--- config.mk ---
export PLATFORM = sky130hd
export DESIGN_NAME = rccr_bank
export DESIGN_NICKNAME = d
export VERILOG_FILES = /design/src/design/rccr_bank.v
export VERILOG_INCLUDE_DIRS = /design/src /design/src/design
export SDC_FILE = /design/constraint.sdc
export NUM_CORES = 1
export LEC_CHECK = 0
export BUFFER_PORTS_ARGS = -buffer_cell sky130_fd_sc_hd__buf_4
export CORE_MARGIN = 3
export CORE_UTILIZATION = 39
export CTS_CLUSTER_DIAMETER = 50
export DETAILED_ROUTE_END_ITERATION = 16
export GPL_TIMING_DRIVEN = 0
export SKIP_LAST_GASP = 1
export SLEW_MARGIN = 20
export SYNTH_ARGS = -nofsm -noshare
export SYNTH_HDL_FRONTEND = slang
export SYNTH_SLANG_ARGS = --single-unit
--- constraint.sdc ---
create_clock -name clk -period 5.99 [get_ports clk]
set_input_delay 0 -clock clk [delete_from_list [all_inputs] [get_ports clk]]
set_output_delay 0 -clock clk [all_outputs]
set_load 0.1 [all_outputs]
--- src/design/rccr_defs.vh ---
/*
 * Register offsets, field positions and reset values of the rendering core
 * configuration bank. Assumes inclusion by the bank module and its bench.
 */
`ifndef RCCR_DEFS_VH
`define RCCR_DEFS_VH
// ----------------------------------------------------------------------------
// Offsets
// ----------------------------------------------------------------------------
`define RCCR_SAMP_OFS   32'h005f8080
`define RCCR_PERP_OFS   32'h005f8084
`define RCCR_BGD_OFS    32'h005f8088
`define RCCR_BGT_OFS    32'h005f808c
`define RCCR_FEED_OFS   32'h005f8098
`define RCCR_REFR_OFS   32'h005f80a0
`define RCCR_ARB_OFS    32'h005f80a4
// ----------------------------------------------------------------------------
// Write masks (reserved bits clear)
// ----------------------------------------------------------------------------
`define RCCR_SAMP_MASK  32'h00000007
`define RCCR_PERP_MASK  32'h7fffffff
`define RCCR_BGD_MASK   32'hfffffff0
`define RCCR_BGT_MASK   32'h1fffffff
`define RCCR_FEED_MASK  32'h00fffff9
`define RCCR_REFR_MASK  32'h000000ff
`define RCCR_ARB_MASK   32'h003fffff
// ----------------------------------------------------------------------------
// Reset values
// ----------------------------------------------------------------------------
`define RCCR_SAMP_RST   32'h00000007
`define RCCR_PERP_RST   32'h00000000
`define RCCR_BGD_RST    32'h00000000
`define RCCR_BGT_RST    32'h00000000
`define RCCR_FEED_RST   32'h00402000
`define RCCR_REFR_RST   32'h00000020
`define RCCR_ARB_RST    32'h0000001f
// ----------------------------------------------------------------------------
// Field positions
// ----------------------------------------------------------------------------
`define RCCR_BGT_BYPASS 28
`define RCCR_BGT_SHADOW 27
`define RCCR_BGT_SKIP_H 26
`define RCCR_BGT_SKIP_L 24
`define RCCR_BGT_ADR_H  23
`define RCCR_BGT_ADR_L  3
`define RCCR_BGT_OFF_H  2
`define RCCR_BGT_OFF_L  0
`define RCCR_FEED_TR_H  23
`define RCCR_FEED_TR_L  14
`define RCCR_FEED_PT_H  13
`define RCCR_FEED_PT_L  4
`define RCCR_FEED_DISC  3
`define RCCR_FEED_PRES  0
`define RCCR_ARB_OVR_H  21
`define RCCR_ARB_OVR_L  18
`define RCCR_ARB_MOD_H  17
`define RCCR_ARB_MOD_L  16
`define RCCR_ARB_CRT_H  15
`define RCCR_ARB_CRT_L  8
`define RCCR_ARB_LAT_H  7
`define RCCR_ARB_LAT_L  0
// ----------------------------------------------------------------------------
// Timing and codes
// ----------------------------------------------------------------------------
`define RCCR_REFR_UNIT  48
`define RCCR_VTX_BASE   3
`define RCCR_NREQ       11
`define RCCR_MODE_PRIO  2'h0
`define RCCR_MODE_OVR   2'h1
`endif

--- src/design/rccr_bank.v ---
/*
 * Configuration register bank of the rendering core, with the refresh timer
 * and texture memory arbiter that its fields steer.
 * Assumes an APB master on clk; requester inputs and pass strobes come from
 * logic on the same clock.
 */
`include "rccr_defs.vh"

module rccr_bank #(
  parameter NREQ = `RCCR_NREQ
) (
  // Clock and reset
  input  wire            clk,
  input  wire            rst_b,
  // APB slave
  input  wire            psel,
  input  wire            penable,
  input  wire            pwrite,
  input  wire [31:0]     paddr,
  input  wire [31:0]     pwdata,
  output reg  [31:0]     prdata,
  output reg             pready,
  output reg             pslverr,
  // Pass control and context
  input  wire            pass_start,
  input  wire            region_hdr_type2,
  input  wire            select_volume_mode,
  input  wire [31:0]     parameter_base_address,
  // Latched pass configuration
  output reg  [2:0]      sample_half,
  output reg  [30:0]     perp_threshold,
  output reg  [31:0]     bg_depth,
  output reg             bg_cache_bypass,
  output reg             bg_shadow,
  output reg  [4:0]      bg_vertex_words,
  output reg  [31:0]     bg_fetch_addr,
  output reg  [2:0]      bg_strip_pos,
  output reg  [9:0]      trans_cache_vtx,
  output reg  [9:0]      punch_chunk_vtx,
  output reg             discard_en,
  output reg             presort_en,
  // Texture memory refresh
  output reg             refresh_req,
  // Texture memory arbiter
  input  wire [NREQ-1:0] mem_req,
  output reg  [NREQ-1:0] mem_grant,
  output reg             page_break
);

  // --------------------------------------------------------------------------
  // Storage
  // --------------------------------------------------------------------------
  reg  [31:0] samp_reg;
  reg  [31:0] perp_reg;
  reg  [31:0] bgd_reg;
  reg  [31:0] bgt_reg;
  reg  [31:0] feed_reg;
  reg  [31:0] refr_reg;
  reg  [31:0] arb_reg;
  reg  [13:0] refr_cnt_reg;
  reg  [7:0]  own_cnt_reg;
  reg  [3:0]  rr_reg;
  reg  [31:0] rdata_next;
  reg         hit_next;

  wire        apb_acc = psel & penable & pready;
  wire        apb_wr  = apb_acc & pwrite;

  // --------------------------------------------------------------------------
  // Helpers
  // --------------------------------------------------------------------------
  // Vertex size in words from skip field
  // Doubled skip reaches 17 words, hence five bits
  function [4:0] vtx_words;
    input [2:0] skip;
    input       dbl;
    begin
      if (dbl)
        vtx_words = {1'b0, skip, 1'b0} + 5'd`RCCR_VTX_BASE;
      else
        vtx_words = {2'b00, skip} + 5'd`RCCR_VTX_BASE;
    end
  endfunction

  // One-hot grant; bit i answers to override code i+1
  function [NREQ-1:0] pick;
    input [NREQ-1:0] req;
    input [1:0]      mode;
    input [3:0]      ovr;
    input [3:0]      rr;
    integer          i;
    reg              done;
    begin
      pick = {NREQ{1'b0}};
      done = 1'b0;
      for (i = 0; i < NREQ; i = i + 1) begin
        if (mode == `RCCR_MODE_OVR && ovr == i + 1 && req[i]) begin
          pick[i] = 1'b1;
          done = 1'b1;
        end
        if (mode[1] && rr == i + 1 && req[i]) begin
          pick[i] = 1'b1;
          done = 1'b1;
        end
      end
      for (i = 0; i < NREQ; i = i + 1) begin
        if (!done && req[i]) begin
          pick = {NREQ{1'b0}};
          pick[i] = 1'b1;
        end
      end
    end
  endfunction

  // --------------------------------------------------------------------------
  // APB read decode
  // --------------------------------------------------------------------------
  always @* begin
    hit_next   = 1'b1;
    rdata_next = 32'h00000000;
    case (paddr)
      `RCCR_SAMP_OFS: rdata_next = samp_reg;
      `RCCR_PERP_OFS: rdata_next = perp_reg;
      `RCCR_BGD_OFS:  rdata_next = bgd_reg;
      `RCCR_BGT_OFS:  rdata_next = bgt_reg;
      `RCCR_FEED_OFS: rdata_next = feed_reg;
      `RCCR_REFR_OFS: rdata_next = refr_reg;
      `RCCR_ARB_OFS:  rdata_next = arb_reg;
      default:        hit_next   = 1'b0;
    endcase
  end

  // --------------------------------------------------------------------------
  // APB handshake: one wait state per access
  // --------------------------------------------------------------------------
  always @(posedge clk or negedge rst_b) begin
    if (!rst_b) begin
      pready  <= 1'b0;
      pslverr <= 1'b0;
    end else begin
      pready  <= psel & penable & ~pready;
      pslverr <= psel & penable & ~pready & ~hit_next;
    end
  end

  // Read data held until the next read
  always @(posedge clk or negedge rst_b) begin
    if (!rst_b) begin
      prdata <= 32'h00000000;
    end else if (psel & penable & ~pready & ~pwrite) begin
      prdata <= rdata_next;
    end
  end

  // --------------------------------------------------------------------------
  // Register writes
  // --------------------------------------------------------------------------
  // Address match of one register
  function is_at;
    input [31:0] addr;
    input [31:0] ofs;
    begin
      is_at = (addr == ofs);
    end
  endfunction

  // Write strobes, one per register
  wire        wr_samp = apb_wr & is_at(paddr, `RCCR_SAMP_OFS);
  wire        wr_perp = apb_wr & is_at(paddr, `RCCR_PERP_OFS);
  wire        wr_bgd  = apb_wr & is_at(paddr, `RCCR_BGD_OFS);
  wire        wr_bgt  = apb_wr & is_at(paddr, `RCCR_BGT_OFS);
  wire        wr_feed = apb_wr & is_at(paddr, `RCCR_FEED_OFS);
  wire        wr_refr = apb_wr & is_at(paddr, `RCCR_REFR_OFS);
  wire        wr_arb  = apb_wr & is_at(paddr, `RCCR_ARB_OFS);

  // Reserved bits masked on every write
  always @(posedge clk or negedge rst_b) begin
    if (!rst_b) begin
      samp_reg <= `RCCR_SAMP_RST;
    end else if (wr_samp) begin
      samp_reg <= pwdata & `RCCR_SAMP_MASK;
    end
  end

  always @(posedge clk or negedge rst_b) begin
    if (!rst_b) begin
      perp_reg <= `RCCR_PERP_RST;
    end else if (wr_perp) begin
      perp_reg <= pwdata & `RCCR_PERP_MASK;
    end
  end

  always @(posedge clk or negedge rst_b) begin
    if (!rst_b) begin
      bgd_reg <= `RCCR_BGD_RST;
    end else if (wr_bgd) begin
      bgd_reg <= pwdata & `RCCR_BGD_MASK;
    end
  end

  always @(posedge clk or negedge rst_b) begin
    if (!rst_b) begin
      bgt_reg <= `RCCR_BGT_RST;
    end else if (wr_bgt) begin
      bgt_reg <= pwdata & `RCCR_BGT_MASK;
    end
  end

  always @(posedge clk or negedge rst_b) begin
    if (!rst_b) begin
      feed_reg <= `RCCR_FEED_RST;
    end else if (wr_feed) begin
      feed_reg <= pwdata & `RCCR_FEED_MASK;
    end
  end

  always @(posedge clk or negedge rst_b) begin
    if (!rst_b) begin
      refr_reg <= `RCCR_REFR_RST;
    end else if (wr_refr) begin
      refr_reg <= pwdata & `RCCR_REFR_MASK;
    end
  end

  always @(posedge clk or negedge rst_b) begin
    if (!rst_b) begin
      arb_reg <= `RCCR_ARB_RST;
    end else if (wr_arb) begin
      arb_reg <= pwdata & `RCCR_ARB_MASK;
    end
  end

  // --------------------------------------------------------------------------
  // Pass configuration, sampled at pass start
  // --------------------------------------------------------------------------
  // Sampling, compare and depth
  always @(posedge clk or negedge rst_b) begin
    if (!rst_b) begin
      sample_half    <= 3'h7;
      perp_threshold <= 31'h00000000;
      bg_depth       <= 32'h00000000;
    end else if (pass_start) begin
      sample_half    <= samp_reg[2:0];
      perp_threshold <= perp_reg[30:0];
      bg_depth       <= bgd_reg;
    end
  end

  // Background tag
  always @(posedge clk or negedge rst_b) begin
    if (!rst_b) begin
      bg_cache_bypass <= 1'b0;
      bg_shadow       <= 1'b0;
      bg_vertex_words <= 5'h03;
      bg_fetch_addr   <= 32'h00000000;
      bg_strip_pos    <= 3'h0;
    end else if (pass_start) begin
      bg_cache_bypass <= bgt_reg[`RCCR_BGT_BYPASS];
      bg_shadow       <= bgt_reg[`RCCR_BGT_SHADOW];
      bg_vertex_words <= vtx_words(bgt_reg[`RCCR_BGT_SKIP_H:`RCCR_BGT_SKIP_L],
                                   select_volume_mode & bgt_reg[`RCCR_BGT_SHADOW]);
      bg_fetch_addr   <= parameter_base_address
                         + {9'h000, bgt_reg[`RCCR_BGT_ADR_H:`RCCR_BGT_ADR_L], 2'b00};
      bg_strip_pos    <= bgt_reg[`RCCR_BGT_OFF_H:`RCCR_BGT_OFF_L];
    end
  end

  // Sort cache and modes
  always @(posedge clk or negedge rst_b) begin
    if (!rst_b) begin
      trans_cache_vtx <= 10'h100;
      punch_chunk_vtx <= 10'h200;
      discard_en      <= 1'b0;
      presort_en      <= 1'b0;
    end else if (pass_start) begin
      trans_cache_vtx <= feed_reg[`RCCR_FEED_TR_H:`RCCR_FEED_TR_L];
      punch_chunk_vtx <= feed_reg[`RCCR_FEED_PT_H:`RCCR_FEED_PT_L];
      discard_en      <= feed_reg[`RCCR_FEED_DISC];
      presort_en      <= feed_reg[`RCCR_FEED_PRES] & ~region_hdr_type2;
    end
  end

  // --------------------------------------------------------------------------
  // Refresh timer
  // --------------------------------------------------------------------------
  wire [13:0] refr_span = refr_reg[7:0] * 6'd`RCCR_REFR_UNIT;
  wire        refr_hit  = (refr_cnt_reg + 14'd1 >= refr_span);

  // Period follows a new value on the fly
  always @(posedge clk or negedge rst_b) begin
    if (!rst_b) begin
      refr_cnt_reg <= 14'h0000;
    end else begin
      refr_cnt_reg <= refr_hit ? 14'h0000 : refr_cnt_reg + 14'd1;
    end
  end

  always @(posedge clk or negedge rst_b) begin
    if (!rst_b) begin
      refresh_req <= 1'b0;
    end else begin
      refresh_req <= refr_hit;
    end
  end

  // --------------------------------------------------------------------------
  // Texture memory arbiter
  // --------------------------------------------------------------------------
  wire [3:0]  ovr_code = arb_reg[`RCCR_ARB_OVR_H:`RCCR_ARB_OVR_L];
  wire [1:0]  arb_mode = arb_reg[`RCCR_ARB_MOD_H:`RCCR_ARB_MOD_L];
  wire        own_crt  = mem_grant[NREQ-1];
  wire [7:0]  own_lim  = own_crt ? arb_reg[`RCCR_ARB_CRT_H:`RCCR_ARB_CRT_L]
                                 : arb_reg[`RCCR_ARB_LAT_H:`RCCR_ARB_LAT_L];
  wire        owner_on = |(mem_grant & mem_req);
  wire        others   = |(mem_req & ~mem_grant);
  wire        brk      = owner_on & others & (own_cnt_reg >= own_lim);
  wire        rearb    = ~owner_on | brk;

  // Grant and owner count; a zero latency re-arbitrates every cycle that another request waits behind a non-CRT owner
  always @(posedge clk or negedge rst_b) begin
    if (!rst_b) begin
      mem_grant   <= {NREQ{1'b0}};
      own_cnt_reg <= 8'h00;
    end else if (rearb) begin
      mem_grant   <= pick(mem_req, arb_mode, ovr_code, rr_reg);
      own_cnt_reg <= 8'h00;
    end else if (own_cnt_reg != 8'hff) begin
      own_cnt_reg <= own_cnt_reg + 8'h01;
    end
  end

  always @(posedge clk or negedge rst_b) begin
    if (!rst_b) begin
      page_break <= 1'b0;
    end else begin
      page_break <= brk;
    end
  end

  // Round-robin counter steps on each arbitration with a request
  always @(posedge clk or negedge rst_b) begin
    if (!rst_b) begin
      rr_reg <= 4'h1;
    end else if (rearb & (|mem_req)) begin
      rr_reg <= (rr_reg == NREQ) ? 4'h1 : rr_reg + 4'h1;
    end
  end

endmodule

==> metrics.yaml <==
global_route:
  use_met2_pct: 38.6
  grt_pass1_vias: 13400
  grt.total_usage_pct: 22.9
  grt_overflow: 0
  grt.busiest_layer: "met2"
  grt_pass1_wl_mm: 79.3
  antenna_found_initial: 1
  grt_max_degree: 99
  grt_use_met3_pct: 6.06
  met1_usage_pct: 29.7
placed_design:
  io_buffers: 282
  post-place-ws_ns: 2.54
  dpl.cell_count: 2217
  place.gp.congestion: 0.881
  dp_hpwl_mm: 39.3
logic_synthesis:
  muxShareOfSynthArea_pct: 19.6
  ys_seq_area_share_pct: 51.1
  synth_edf_count: 0
  synth_top_area_share_pct: 48.1
  synth_cells: 1389
  avgSynthCellArea_um2: 12.1
  yosys.area_share.adder_pct: 4.34
  syn-cell-area_mm2: 0.0168
  async_flop_share_pct: 100
  synthTopCellsByArea: "dfrtp_1 48%, mux2_2 16%, ha_1 4.1%"
  synth_ff_type: "dfrtp_1"
  ys_warn_count: 0
  synth-compound-area-share_pct: 11.4
  synth_xor_area_share_pct: 1.72
  synth_top_family_by_area: "multiplexers"
  synth_cell_types: 78
  synth_simple_gate_area_share_pct: 8.91
  synth_seq_cells: 342
  synth_top_area_cell: "dfrtp_1"
critical_path:
  cp.arrival_ns: 4.65
  crit_buf_inv: 3
  path_cells: "ha_1, inv_1, fa_1, nor2b_1, o31a_1, o31a_1, a211oi_2, nor4_2, o2111ai_1, dlygate4sd3_1, nand3_1, dlygate4sd3_1"
  max_stage_delay_ns: 0.77
  reg2regPathDepth: 12
  critPathLaunchType: "flop"
  r2r_end: "bg_fetch_addr[24]"
  critical_path.top_delay_family: "buffers and inverters"
  critPathCaptureType: "flop"
  critical_path.max_fanout: 9
  rrSetupSlack_ns: 1.83
  cpMaxStageDelayCell: "nor4_2"
  criticalPathCategory: "flop to flop"
  reg2reg_from: "bgt_reg[3]"
  crit_required_ns: 6.48
floorplanning:
  die-height_um: 213
  num_io_pins: 292
  start_util_pct: 39.8
  design.core.area_mm2: 0.0422
  die_area_mm2: 0.0456
  die-width_um: 213
  core.rowCount: 75
clock_network:
  cts_tree: "built"
  cts_resized: 0
  cts_hold_buffers: 86
  insertion_delay_ns: 0.57
  cts_buffers: 42
  clk_pin_slew_ns: 0.06
  max-clock-path-buffers: 3
  cts_max_level: 2
  clockRootBuffer: "clkbuf_16"
  cts_setup_buffers: 0
  clkSinkCount: 342
sta:
  hold_viol: 0
  clock-skew-final_ns: 0.0148
  rsz0062_at_grt: "no"
  fin_setup_tns_ns: 0
  slew_headroom_pct: 29.0
  setup_violations: 0
  fin_crit_ns: 4.16
  fmax_ghz: 0.241
  post-route-period-util_pct: 69.4
  slew_viol_final: 0
  fin_ws_ns: 1.83
  worstMarginPinSlew_ns: 1.07
routing:
  vias_per_cell: 5.48
  wl_mm: 52.6
  first_pass_iters: 7
  ant_nets: 0
  vias: 13000
  drc: 0
  wire_per_inst_um: 22.1
  first_iter_violations: 912
final_layout:
  multi_input_area_mm2: 0.00774
  num_antenna_cells: 0
  final_layout_size_suffix_gt1_share_pct: 35.0
  regArea_mm2: 0.00858
  nNetsFinal: 1980
  largest_registers: "bg_fetch_addr x32, prdata x32"
  area_delta_synth_final_pct: 31.5
  instances_no_fill: 2379
  final.fill_count: 3706
outcome:
  status: "finished, final reports clean"
power_and_ir_drop:
  irDropWorstVdd_v: 0.000292
  p_per_area_mw_per_mm2: 294
  p_total_mw: 6.49
  p_leak_nw: 10.7
flow_run:
  cap_violations: 0
hold_path:
  holdPathStages: 4
  hp-start: "parameter_base_address[4]"
  hold_path_end: "bg_fetch_addr[4]"
  hp-class: "primary input to flop"
## per-layer routing
metal  wire length [um]  vias up
met1              22300     6613
met4                990        0
met2              25500      363
met3               3800       64
met5                  0        -
li1                   -     6000
## synthesized netlist by cell type, types with 7 or more instances
library cell  number
ha_1              55
clkbuf_1          43
nand2_1           55
xnor2_1           18
dfstp_2           19
a221oi_1           9
dfrtp_1          323
o31ai_1            7
buf_1             10
o21a_1             9
inv_1             42
xor2_1            15
o211ai_1           8
a31oi_1           17
a21oi_1           41
or3_1             13
nor2_1            65
nor2b_1           18
buf_2             15
mux2_2           233
nand3_1           36
nor3_1             9
mux2_1            22
mux2i_1           35
a21o_1            16
a22o_1            24
o21ai_0           40
and3_1            20
a22oi_1           33
o22ai_1            7
nand4_1           16
## kinds of logic after synthesis
kind of cell,Yosys count
multiplexers,293
buffers and inverters,116
flip-flops,342
AO/OA/AOI/OAI,267
other,1
adder cells (fa/ha/maj),57
AND/OR/NAND/NOR,280
XOR/XNOR,33
## through the flow
stage | utilization (%) | hold slack [ns] | area [um2]
floorplan | - | -0.296 | 16800
global placement | 46.4 | 0.221 | 19600
detailed placement | 46.7 | -0.219 | 19700
CTS | 52.3 | 0.00694 | 22100
global route | 52.3 | 0.0614 | 22100
finish | 52.3 | 0.0441 | 22100
## report_power, final
part,switching [mW],total [mW],internal (mW)
Combinational,0.911,1.31,0.400
Sequential,0.0728,2.47,2.40
Clock,1.02,2.71,1.69
Total,2.00,6.49,4.49
## worst max path at each step
stage | start | to | cells past startpoint
after detailed placement | refr_reg[0] | refr_cnt_reg[11] | 15
after floorplan | mem_grant[10] | own_cnt_reg[6] | 12
after global placement | rst_b | trans_cache_vtx[2] | 1
final | bgt_reg[3] | bg_fetch_addr[24] | 12
after global routing | bgt_reg[3] | bg_fetch_addr[24] | 12
after CTS | bgt_reg[3] | bg_fetch_addr[24] | 12
## layout make-up
| type | instances | area share, % |
|---|---|---|
| plain buffers | 74 | 1.46 |
| clock buffers | 60 | 5.72 |
| clock inverters | 16 | 1.07 |
| inverters | 42 | 0.714 |
| multi-input cells | 934 | 35.1 |
| flip-flops and latches | 342 | 38.9 |
| well taps | 539 | 3.06 |
| repair buffers | 372 | 14.0 |
## worst min-delay path: stages
cell	delay, ns
buf_4	0.09
ha_1	0.20
xnor2_1	0.14
mux2_2	0.14
## placed cells by master (no fill, tap or decap), types with 15 or more instances in the layout
| cell type | instances |
|---|---|
| a21o_1 | 16 |
| a21oi_1 | 41 |
| a22o_1 | 24 |
| a22oi_1 | 33 |
| a31oi_1 | 17 |
| and3_1 | 20 |
| buf_2 | 15 |
| buf_4 | 286 |
| clkbuf_1 | 50 |
| clkbuf_16 | 45 |
| dfrtp_1 | 323 |
| dfstp_2 | 19 |
| dlygate4sd3_1 | 86 |
| ha_1 | 55 |
| inv_1 | 42 |
| mux2_1 | 22 |
| mux2_2 | 233 |
| mux2i_1 | 35 |
| nand2_1 | 55 |
| nand3_1 | 36 |
| nand4_1 | 16 |
| nor2_1 | 65 |
| nor2b_1 | 18 |
| o21ai_0 | 40 |
| xnor2_1 | 18 |
| xor2_1 | 15 |
Note: power is estimated with default switching activity, not from simulation.
